**src/hw/crma_pkg.sv**
```systemverilog
package crma_pkg;

	// ----------------------------------------
	// Tokens
	// ----------------------------------------
	localparam logic [7:0] CRMA_TOK_WRITE  = 8'hc0;
	localparam logic [7:0] CRMA_TOK_READ   = 8'hc1;
	localparam logic [7:0] CRMA_TOK_PREAD  = 8'h25;
	localparam logic [7:0] CRMA_TOK_END    = 8'h01;
	localparam logic [7:0] CRMA_TOK_ACK    = 8'h03;
	localparam logic [7:0] CRMA_TOK_NACK   = 8'h04;
	localparam logic [7:0] CRMA_NOREPLY    = 8'hff;

	// ----------------------------------------
	// Field lengths, in bytes minus one; word size and max size in whole bytes
	// ----------------------------------------
	localparam logic [1:0] CRMA_RID_LAST   = 2'h2;
	localparam logic [1:0] CRMA_REG_LAST   = 2'h1;
	localparam logic [1:0] CRMA_PREG_LAST  = 2'h0;
	localparam logic [1:0] CRMA_DATA_LAST  = 2'h3;
	localparam logic [2:0] CRMA_WORD_BYTES = 3'h4;
	localparam logic [7:0] CRMA_MAX_SIZE   = 8'h04;

	// ----------------------------------------
	// Reply buffer
	// ----------------------------------------
	localparam int         CRMA_BUF_W      = 33;
	localparam logic [1:0] CRMA_BUF_DEPTH  = 2'h2;

	typedef enum logic [6:0] {
		CRMA_IDLE  = 7'h01,
		CRMA_RID   = 7'h02,
		CRMA_REG   = 7'h04,
		CRMA_DATA  = 7'h08,
		CRMA_SIZE  = 7'h10,
		CRMA_END   = 7'h20,
		CRMA_REPLY = 7'h40
	} crma_state_t;

endpackage : crma_pkg

```
**src/hw/crma_responder.sv**
```systemverilog
`timescale 1ns/10ps
module crma_responder (
	// Clock and reset
	input  wire logic                   ref_clk,
	input  wire logic                   nrst,
	// Request token stream
	input  wire logic                   inValid,
	output logic                        inReady,
	input  wire logic                   inCtl,
	input  wire logic [7:0]             inByte,
	// Reply token stream
	output logic                        outValid,
	input  wire logic                   outReady,
	output logic                        outCtl,
	output logic [7:0]                  outByte,
	output logic [23:0]                 outDest,
	// Register store access
	output logic                        regReq,
	output logic                        regWrite,
	output logic                        regPeriph,
	output logic [15:0]                 regAddr,
	output logic [31:0]                 regWdata,
	output logic [7:0]                  regSize,
	input  wire logic                   regAck,
	input  wire logic                   regErr,
	input  wire logic [31:0]            regRdata
);
	import crma_pkg::*;

	// ----------------------------------------
	// Request parser
	// ----------------------------------------
	crma_state_t       state_q;
	logic [1:0]        cnt_q;
	logic              isWr_q;
	logic              isRd_q;
	logic              isPr_q;
	logic              bad_q;
	logic [23:0]       rid_q;
	logic              take;
	logic              endTok;
	logic [1:0]        regLast;
	logic              sizeBad;

	assign inReady = (state_q != CRMA_REPLY) && !regReq;
	assign take    = inValid && inReady;
	assign endTok  = inCtl && (inByte == CRMA_TOK_END);
	assign regLast = isPr_q ? CRMA_PREG_LAST : CRMA_REG_LAST;
	assign sizeBad = isPr_q && ((regSize == 8'h00) || (regSize > CRMA_MAX_SIZE));

	// Reply sequencing
	logic              pushValid;
	logic              pushReady;
	logic              pushCtl;
	logic [7:0]        pushByte;
	logic [1:0]        phase_q;
	logic [2:0]        left_q;
	logic              fail_q;
	logic [31:0]       rdata_q;
	logic              suppress;
	logic              started_q;

	assign suppress = isWr_q && !fail_q && (rid_q[7:0] == CRMA_NOREPLY);

	always_ff @(posedge ref_clk) begin
		if (!nrst) begin
			state_q <= CRMA_IDLE;
			cnt_q   <= 2'h0;
			isWr_q  <= 1'b0;
			isRd_q  <= 1'b0;
			isPr_q  <= 1'b0;
			bad_q   <= 1'b0;
			rid_q   <= 24'h000000;
			regAddr <= 16'h0000;
			regWdata <= 32'h00000000;
			regSize <= 8'h00;
		end else begin
			case (state_q)
				CRMA_IDLE: begin
					if (take && inCtl) begin
						isWr_q  <= (inByte == CRMA_TOK_WRITE);
						isRd_q  <= (inByte == CRMA_TOK_READ);
						isPr_q  <= (inByte == CRMA_TOK_PREAD);
						bad_q   <= !((inByte == CRMA_TOK_WRITE) || (inByte == CRMA_TOK_READ)
							|| (inByte == CRMA_TOK_PREAD));
						cnt_q   <= 2'h0;
						regAddr <= 16'h0000;
						state_q <= CRMA_RID;
					end
				end
				CRMA_RID, CRMA_REG, CRMA_DATA, CRMA_SIZE: begin
					if (take && inCtl) begin
						bad_q <= 1'b1;
						if (endTok) begin
							state_q <= CRMA_REPLY;
						end
					end else if (take) begin
						cnt_q <= cnt_q + 2'h1;
						if (state_q == CRMA_RID) begin
							rid_q <= {rid_q[15:0], inByte};
							if (cnt_q == CRMA_RID_LAST) begin
								cnt_q   <= 2'h0;
								state_q <= CRMA_REG;
							end
						end else if (state_q == CRMA_REG) begin
							regAddr <= {regAddr[7:0], inByte};
							if (cnt_q == regLast) begin
								cnt_q   <= 2'h0;
								state_q <= isWr_q ? CRMA_DATA : (isPr_q ? CRMA_SIZE : CRMA_END);
							end
						end else if (state_q == CRMA_DATA) begin
							regWdata <= {regWdata[23:0], inByte};
							if (cnt_q == CRMA_DATA_LAST) begin
								state_q <= CRMA_END;
							end
						end else begin
							regSize <= inByte;
							state_q <= CRMA_END;
						end
					end
				end
				CRMA_END: begin
					if (take && endTok) begin
						state_q <= CRMA_REPLY;
					end else if (take) begin
						bad_q <= 1'b1;
					end
				end
				CRMA_REPLY: begin
					// Wait for the access to start, so a stale fail_q cannot end it
					if (started_q && !regReq && (phase_q == 2'h3 || suppress) && pushReady) begin
						state_q <= CRMA_IDLE;
					end
				end
				default: state_q <= CRMA_IDLE;
			endcase
		end
	end

	// ----------------------------------------
	// Register store access
	// ----------------------------------------
	always_ff @(posedge ref_clk) begin
		if (!nrst) begin
			regReq    <= 1'b0;
			started_q <= 1'b0;
			fail_q    <= 1'b0;
			rdata_q   <= 32'h00000000;
			left_q    <= 3'h0;
		end else if (state_q != CRMA_REPLY) begin
			started_q <= 1'b0;
		end else if (!started_q) begin
			started_q <= 1'b1;
			fail_q    <= bad_q || sizeBad;
			regReq    <= !(bad_q || sizeBad);
			left_q    <= 3'h0;
		end else if (regReq && regAck) begin
			regReq  <= 1'b0;
			fail_q  <= regErr;
			left_q  <= regErr ? 3'h0 : (isPr_q ? regSize[2:0] : (isRd_q ? CRMA_WORD_BYTES : 3'h0));
			rdata_q <= isPr_q ? (regRdata << {(CRMA_WORD_BYTES - regSize[2:0]), 3'h0})
				: regRdata;
		end else if (pushValid && pushReady && phase_q == 2'h1) begin
			left_q  <= left_q - 3'h1;
			rdata_q <= {rdata_q[23:0], 8'h00};
		end
	end

	assign regWrite  = isWr_q;
	assign regPeriph = isPr_q;

	// ----------------------------------------
	// Reply emission: head, data, end
	// ----------------------------------------
	always_ff @(posedge ref_clk) begin
		if (!nrst) begin
			phase_q <= 2'h0;
		end else if (state_q != CRMA_REPLY || !started_q) begin
			phase_q <= 2'h0;
		end else if (pushValid && pushReady) begin
			if (phase_q == 2'h0) begin
				phase_q <= (left_q == 3'h0) ? 2'h2 : 2'h1;
			end else if (phase_q == 2'h1) begin
				phase_q <= (left_q == 3'h1) ? 2'h2 : 2'h1;
			end else begin
				phase_q <= 2'h3;
			end
		end
	end

	always_comb begin
		pushValid = started_q && !regReq && !suppress && (phase_q != 2'h3)
			&& (state_q == CRMA_REPLY);
		pushCtl   = (phase_q != 2'h1);
		case (phase_q)
			2'h0:    pushByte = fail_q ? CRMA_TOK_NACK : CRMA_TOK_ACK;
			2'h1:    pushByte = rdata_q[31:24];
			default: pushByte = CRMA_TOK_END;
		endcase
	end

	// ----------------------------------------
	// Two-entry reply buffer
	// ----------------------------------------
	logic [CRMA_BUF_W-1:0] mem_q [2];
	logic                  wp_q;
	logic                  rp_q;
	logic [1:0]            fill_q;
	logic                  doPush;
	logic                  doPop;

	assign pushReady = (fill_q != CRMA_BUF_DEPTH);
	assign doPush    = pushValid && pushReady;
	assign outValid  = (fill_q != 2'h0);
	assign doPop     = outValid && outReady;
	assign {outDest, outCtl, outByte} = mem_q[rp_q];

	always_ff @(posedge ref_clk) begin
		if (!nrst) begin
			wp_q   <= 1'b0;
			rp_q   <= 1'b0;
			fill_q <= 2'h0;
		end else begin
			if (doPush) begin
				wp_q <= !wp_q;
			end
			if (doPop) begin
				rp_q <= !rp_q;
			end
			fill_q <= fill_q + {1'b0, doPush} - {1'b0, doPop};
		end
	end

	genvar gi;
	generate
		for (gi = 0; gi < 2; gi++) begin : gEntry
			always_ff @(posedge ref_clk) begin
				if (!nrst) begin
					mem_q[gi] <= '0;
				end else if (doPush && (wp_q == 1'(gi))) begin
					mem_q[gi] <= {rid_q, pushCtl, pushByte};
				end
			end
		end
	endgenerate

endmodule : crma_responder

```
**config.mk**
```make
export PLATFORM = sky130hd
export DESIGN_NAME = crma_responder
export DESIGN_NICKNAME = d
export VERILOG_FILES = /design/src/hw/crma_pkg.sv /design/src/hw/crma_responder.sv
export SDC_FILE = /design/constraint.sdc
export NUM_CORES = 1
export LEC_CHECK = 0
export ABC_AREA = 1
export BUFFER_PORTS_ARGS = -buffer_cell sky130_fd_sc_hd__buf_2
export CAP_MARGIN = 20
export CORE_UTILIZATION = 45
export CTS_CLUSTER_DIAMETER = 200
export DETAILED_ROUTE_END_ITERATION = 12
export GPL_ROUTABILITY_DRIVEN = 1
export PLACE_DENSITY = 0.68
export SYNTH_ARGS = -nofsm -noshare
export SYNTH_HDL_FRONTEND = slang
export SYNTH_SLANG_ARGS = --single-unit
```
**constraint.sdc**
```tcl
create_clock -name ref_clk -period 4.1 [get_ports ref_clk]
set_input_delay 0.205 -clock ref_clk [delete_from_list [all_inputs] [get_ports ref_clk]]
set_output_delay 0.205 -clock ref_clk [all_outputs]
set_load 0.05 [all_outputs]
```
==> results of run 1 <==
area by class of cell:
class | count | area (um2)
clock inverter | 13 | 166
fill | 1975 | 9670
tap | 275 | 344
inverter | 132 | 497
multi-input combinational | 801 | 4180
sequential | 204 | 4740
timing repair buffer | 156 | 858
clock buffer | 29 | 628
path summary, 6_finish.rpt:
| path | endpoint | slack (ns) | cells past startpoint |
|---|---|---|---|
| worst max-delay path | rdata_q[0] | 1.17 | 9 |
| worst max register to register | rdata_q[0] | 1.17 | 9 |
| worst min-delay path | regSize[3] | 0.03 | 3 |
| worst min register to register | rdata_q[5] | 0.46 | 2 |
worst max-delay path, cell delays in order (launching register included):
cell	delay [ns]
dfxtp_1	0.30
buf_4	0.33
inv_1	0.28
ha_1	0.36
buf_4	0.22
nor2_1	0.49
o211ai_1	0.40
nor2_1	0.20
o21ai_0	0.10
a21oi_1	0.16
per-layer routing:
metal / part of all wire (%) / wire, um / global-route usage (%) / vias up
met4: 2.1 / 512 / 5.66 / 0
met3: 4.8 / 1150 / 2.97 / 35
met2: 48 / 11300 / 35.7 / 220
met5: 0 / 0 / 0 / -
met1: 45 / 10900 / 28.7 / 3822
li1: - / - / - / 4199
cell families after synthesis:
kind of cell               share of synthesized area (%)
xor gates and xnor gates                           0.271
AOI/OAI and AO/OA                                   15.6
adders and majority gates                           1.29
buffers and inverters                               8.16
and+or+nand+nor                                     21.9
muxes                                               3.83
DFF                                                 48.9
flip-flops by register name (all words and copies together) (netlist names), named ones only:
name and count:
bad_q 1, cnt_q 2, fail_q 1, fill_q 2, isRd_q 1, left_q 3
mem_q 66, phase_q 2, rdata_q 32, regAddr 16, regPeriph 1, regReq 1
regSize 8, regWdata 32, regWrite 1, rid_q 24, rp_q 1, started_q 1
state_q 7, wp_q 1
where the power goes:
group / internal, mW / leakage [nW] / switching (mW)
sequential: 2.22 / 1.80 / 0.100
combinational: 0.506 / 2.60 / 1.17
clock: 1.33 / 0.388 / 0.800
total: 4.06 / 4.79 / 2.07
cells in the mapped netlist (all sizes together), types with 3 or more instances:
master,number
o31ai,9
edfxtp,66
o21ai,125
nor3,42
nor2,251
a22oi,8
inv,129
mux2,33
clkbuf,44
nand2,150
ha,10
a21oi,106
buf,22
a211oi,12
o22ai,10
clkinv,3
dfxtp,138
nand3,16
nand4,5
nor3b,13
==> qor_table.md, run 1 <==
| Group | Result | Reported |
|:---|:---|:---|
| routing | Drt wl/cell | 14.8 um |
| routing | Number of detailed-routing iterations run before antenna repair | 5 |
| finish | Core utilization of the finished layout | 54.2% |
| worst hold path | Type of the worst min-delay path | input pin to flip-flop |
| die | Overall die height | 149 um |
| logic synthesis | Fraction of synthesized cell area taken by the top area cell type | 28.5% |
| logic synthesis | Cell types occupying the most area after synthesis | dfxtp_1, edfxtp_1, nor2_1 |
| clock network | Clock Latency Late Sink | 0.50 ns |
| routing | Via-to-Cell Ratio | 5.14 |
| sta | Number of failing hold endpoints at the final stage | 0 |
| finish | Post-synthesis to final-layout area growth | 17.8% |
| setup path | Endpoint class of the critical path | flip-flop |
| clock network | Clock transition at path regs | 0.06 ns |
| setup path | Start point of the critical path | regSize[0] |
| routing | Post-Route WL | 23900 um |
| clock network | Clk sinks | 204 |
| routing | Count of antenna-violating nets left after detailed routing | 0 |
| sta | Min Tclk post-route | 2.93 ns |
| die | Standard-cell row count | 53 |
| finish | Number of diodes | 0 |
| global route | Global routing usage summed across all routing layers | 21.2% |
| die | Number of I/O pins | 141 |
| logic synthesis | Share of synthesized registers carrying an async set or reset | 0% |
| clock network | Clock root buffer | clkbuf_16 |
| clock network | Clock tree from TritonCTS | yes |
| die | Die span in x | 149 um |
| sta | Final Max Slew Viols | 0 |
| setup path | Data required time of the worst path | 4.51 ns |
| placed design | Worst slack at placement | 1.23 ns |
| finish | Most common cell after layout, fill and taps aside | nor2_1 |
| setup path | Crit path DAT | 3.34 ns |
| routing | Via count of the routed design | 8276 |
| logic synthesis | Sequential element share of the synthesized area | 48.9% |
| placed design | Dpl cells | 1565 |
| die | Initial Utilization | 46.0% |
| global route | Wire length of the first global-routing pass | 37800 um |
| sta | Pin slew with the least headroom to its limit | 1.03 ns |
| sta | Setup violators final | 0 |
| sta | Maximum frequency from static timing analysis | 0.341 GHz |
| sta | Final worst slack | 1.17 ns |
| logic synthesis | Count of flip-flops with a built-in enable after synthesis | 66 |
| logic synthesis | Yosys synthesis warning count | 0 |
| clock network | Total clock buffers created by CTS | 23 |
| logic synthesis | Post-synth design cell area | 9690 um2 |
| clock network | Number of hold buffers added after CTS | 2 |
| logic synthesis | Average cell area after synthesis | 8.06 um2 |
| placed design | Final Wtd Congestion | 0.957 |
| setup path | FF-to-FF Start | regSize[0] |
| logic synthesis | Most common flop cell mapped by yosys | dfxtp_1 |
| clock network | Number of setup buffers added after CTS | 0 |
| sta | Worst hold slack | 0.0269 ns |
| sta | Unrepaired setup endpoints after global routing | no |
| setup path | Type of the worst setup path | flip-flop to flip-flop |
| setup path | Largest driver fanout on the critical path | 43 |
| run | Max-capacitance violation count | 0 |
| global route | Number of global-route vias before repair | 7430 |
| placed design | Standard cell area after detailed placement | 10600 um2 |
| logic synthesis | Post-Syn Nets | 1260 |
| finish | Final non-filler cell area | 11400 um2 |
| pwr | Pwr/cell area | 537 nW/um2 |
| logic synthesis | Distinct cell type count of the synthesized netlist | 46 |
| pwr | Tot Pwr | 6.13 mW |
| global route | Number of antenna violations at the first check in global routing | 0 |
| sta | Final clock period utilization by the worst path | 71.4% |
| clock network | Worst-case clock buffer depth | 3 |
| sta | Rel. slew slack | 31.0% |
| routing | Number of DRC violations after detailed-routing iteration 0 | 460 |
| pwr | Pleak | 4.79 nW |
| status | Run status | complete, no violations |
| sta | Worst setup skew after layout | 0.0120 ns |
| die | Core region area | 21100 um2 |
| worst hold path | Hold wc startpoint | inByte[3] |
| placed design | HPWL after DPL | 15900 um |
| global route | Pin count of the biggest net entering global routing | 69 |
| finish | Number of standard cells in the final layout excluding fillers | 1610 |
| logic synthesis | FF+latch count, synth | 204 |
| pwr | IR drop worst, VDD | 0.000287 V |
| finish | Fraction of layout cells with a size suffix above 1 | 20.5% |
| logic synthesis | Post-Synthesis Cells | 1203 |
| clock network | PostCTS Resize Cnt | 0 |
| setup path | Type of element launching the critical path | flip-flop |
| finish | Number of nets in the layout | 1375 |
| placed design | Port Buf Inserts | 140 |
| logic synthesis | Yosys top cell by area | dfxtp_1 |
| finish | Commonest cells after routing, fill and taps aside | nor2_1, nand2_1, buf_2 |
| sta | Final setup TNS | 0 ns |
| global route | Overflow left after global routing | 0 |
| routing | Total DRC errors in the routed layout | 0 |
| die | Die area | 22100 um2 |
| clock network | Level count of the clock H-tree | 1 |
(Power assumes the default switching activity.)
==> inputs of run 2 (changes only) <==
--- a/config.mk
+++ b/config.mk
@@ -12,7 +12,7 @@
 export CTS_CLUSTER_DIAMETER = 200
 export DETAILED_ROUTE_END_ITERATION = 12
 export GPL_ROUTABILITY_DRIVEN = 1
-export PLACE_DENSITY = 0.68
+export PLACE_DENSITY = 0.71
 export SYNTH_ARGS = -nofsm -noshare
 export SYNTH_HDL_FRONTEND = slang
 export SYNTH_SLANG_ARGS = --single-unit
==> constraint.sdc (replaced) <==
create_clock -name ref_clk -period 2.4 [get_ports ref_clk]
set_input_delay 0.12 -clock ref_clk [delete_from_list [all_inputs] [get_ports ref_clk]]
set_output_delay 0.12 -clock ref_clk [all_outputs]
set_load 0.05 [all_outputs]
==> qor_table.md, run 2 (synthesis results as in run 1) <==
| Group | Result | Reported | vs previous |
|:---|:---|:---|:---|
| status | Run status | complete, but fails checks |  |
| status | Violations in the final reports | negative hold slack |  |
| global route | Wire length of the first global-routing pass | 38200 um | +1.1% |
| clock network | Clock root buffer | clkbuf_16 |  |
| sta | Number of failing hold endpoints at the final stage | 1 | +1 |
| setup path | Start point of the critical path | state_q[6] |  |
| placed design | HPWL after DPL | 15900 um | -0.11% |
| placed design | Final Wtd Congestion | 0.869 | -9.2% |
| routing | Drt wl/cell | 14.6 um | -1.5% |
| die | Die area | 22100 um2 | unchanged |
| finish | Reg with most FFs | mem_q |  |
| setup path | Type of element launching the critical path | flip-flop |  |
| clock network | Clk sinks | 204 | unchanged |
| clock network | Clock transition at path regs | 0.06 ns | about the same |
| die | Initial Utilization | 46.0% | unchanged |
| global route | Number of antenna violations at the first check in global routing | 2 | +2 |
| pwr | Pleak | 4.81 nW | +0.36% |
| sta | Final setup TNS | 0 ns | unchanged |
| setup path | Data required time of the worst path | 2.77 ns | -1.74 ns |
| setup path | Type of the worst setup path | flip-flop to flip-flop |  |
| routing | Via count of the routed design | 8408 | +1.6% |
| clock network | Clock tree from TritonCTS | yes |  |
| clock network | Total clock buffers created by CTS | 23 | unchanged |
| worst hold path | Type of the worst min-delay path | input pin to flip-flop |  |
| setup path | Reg2Reg Setup Slack | 0.30 ns | -0.87 ns |
| finish | Core utilization of the finished layout | 54.4% | +0.20 points |
| finish | Commonest cells after routing, fill and taps aside | nor2_1, nand2_1, buf_2 |  |
| sta | Maximum frequency from static timing analysis | 0.477 GHz | +40% |
| finish | Fraction of layout cells with a size suffix above 1 | 21.0% | +0.47 points |
| setup path | Crit path depth | 10 | +1 |
| setup path | Highest cell delay on the worst timing path | 0.32 ns | -0.17 ns |
| routing | Post-Route WL | 23700 um | -0.62% |
| routing | Number of detailed-routing iterations run before antenna repair | 5 | unchanged |
| setup path | Critical path buffers and inverters | 1 | -2 |
| die | Overall die height | 149 um | unchanged |
| pwr | Pwr/cell area | 887 nW/um2 | +65% |
| setup path | CP Cell Sequence | nor2_1 -> nand2_2 -> nor2_2 -> nor2_1 -> nand2_4 -> nand2_1 -> nand4_2 -> buf_4 -> nand2_1 -> nor3b_2 |  |
| finish | Regs by FF count | mem_q: 66 flops, rdata_q: 32 flops, regWdata: 32 flops |  |
| sta | Worst setup skew after layout | 0.00877 ns | -0.00324 ns |
| run | Max-capacitance violation count | 0 | unchanged |
| global route | Pin count of the biggest net entering global routing | 49 | -29% |
| sta | Worst hold slack | -0.0134 ns | -0.0403 ns |
| die | Core region area | 21100 um2 | unchanged |
| sta | Rel. slew slack | 48.6% | +18 points |
| setup path | Crit path DAT | 2.47 ns | -0.87 ns |
| clock network | Number of setup buffers added after CTS | 0 | unchanged |
| pwr | Tot Pwr | 10.2 mW | +66% |
| setup path | Crit-path leading delay family | simple AND/OR/NAND/NOR gates |  |
| sta | Setup violators final | 0 | unchanged |
| global route | Overflow left after global routing | 0 | unchanged |
| sta | Final clock period utilization by the worst path | 87.3% | +16 points |
| die | Standard-cell row count | 53 | unchanged |
| setup path | Endpoint class of the critical path | flip-flop |  |
| sta | Unrepaired setup endpoints after global routing | no |  |
| finish | Most common cell after layout, fill and taps aside | nor2_1 |  |
| sta | Pin slew with the least headroom to its limit | 0.767 ns | -0.267 ns |
| setup path | Endpoint of the most critical setup path | regAddr[6] |  |
| routing | Total DRC errors in the routed layout | 0 | unchanged |
| clock network | Clock Latency Late Sink | 0.50 ns | about the same |
| finish | Number of nets in the layout | 1389 | +1.0% |
| die | Number of I/O pins | 141 | unchanged |
| setup path | Critical Path Slowest Stage Cell | dfxtp_1 |  |
| placed design | Port Buf Inserts | 140 | unchanged |
| routing | Number of DRC violations after detailed-routing iteration 0 | 561 | +22% |
| setup path | Largest driver fanout on the critical path | 32 | -26% |
| global route | Global routing usage summed across all routing layers | 21.2% | -0.038 points |
| setup path | Worst r2r dst | regAddr[6] |  |
| sta | Final Max Slew Viols | 0 | unchanged |
| finish | Post-synthesis to final-layout area growth | 18.2% |  |
| setup path | Depth of the worst register-to-register path | 10 | +1 |
| routing | Count of antenna-violating nets left after detailed routing | 0 | unchanged |
| routing | Via-to-Cell Ratio | 5.17 | +0.66% |
| die | Die span in x | 149 um | unchanged |
| setup path | FF-to-FF Start | state_q[6] |  |
| sta | Min Tclk post-route | 2.10 ns | -0.834 ns |
| clock network | Level count of the clock H-tree | 1 | unchanged |
| finish | Largest register FFs | 66 | unchanged |
| global route | Number of global-route vias before repair | 7883 | +6.1% |
| clock network | Worst-case clock buffer depth | 3 | unchanged |
| pwr | IR drop worst, VDD | 0.000449 V | +57% |
run 2: power by group:
part | total (mW) | leakage [nW] | switching [mW] | internal (mW)
Clock | 3.29 | 0.342 | 1.34 | 1.95
Combinational | 2.92 | 2.67 | 2.04 | 0.887
Sequential | 3.96 | 1.80 | 0.158 | 3.80
Total | 10.2 | 4.81 | 3.54 | 6.63
run 2: metrics by stage:
stage / worst slack, ns / instances / cell area [um2]
after CTS: 0.146 / 1623 / 11500
final: 0.304 / 1625 / 11500
after detailed placement: 0.174 / 1576 / 10700
after global routing: 0.0929 / 1625 / 11500
after floorplan: 0.0102 / 1203 / 9700
after global placement: 0.229 / 1576 / 10700
run 2: how the worst min path moves through the flow:
stage / slack [ns] / cells past startpoint / to / startpoint
after CTS: 0.002 / 3 / regSize[6] / inByte[6]
after detailed placement: 0.41 / 3 / regAddr[7] / inByte[7]
final: -0.01 / 3 / regSize[1] / inByte[1]
after global routing: 0.02 / 3 / regSize[1] / inByte[1]
after floorplan: 0.26 / 2 / regAddr[7] / inByte[7]
after global placement: 0.40 / 3 / regAddr[7] / inByte[7]
run 2: cell type report:
type                            instances  area [um2]
Inverter                              132         497
Fill cell                            1949        9630
Timing Repair Buffer                  170         978
Multi-Input combinational cell        801        4180
Antenna cell                            2        5.00
Sequential cell                       204        4750
Clock buffer                           36         684
Clock inverter                          5        27.5
Tap cell                              275         344
run 2: tightest hold or removal path, stage by stage:
cell     delay [ns]
buf_2          0.10
o21ai_1        0.09
a21oi_1        0.12
run 2: per-layer routing:
metal  part of all wire (%)  GRT usage, %  up-vias
li1                       -             -     4238
met4                    3.2          8.21        0
met3                    5.4          3.33       53
met1                     45          28.0     3863
met2                     46          34.9      254
met5                      0             0        -
run 2: timing repair:
action,4_1_cts,5_1_grt
hold buffers,6,0
endpoints found under the hold margin,14,0
gates resized for setup,0,2
endpoints found under the setup margin,0,2
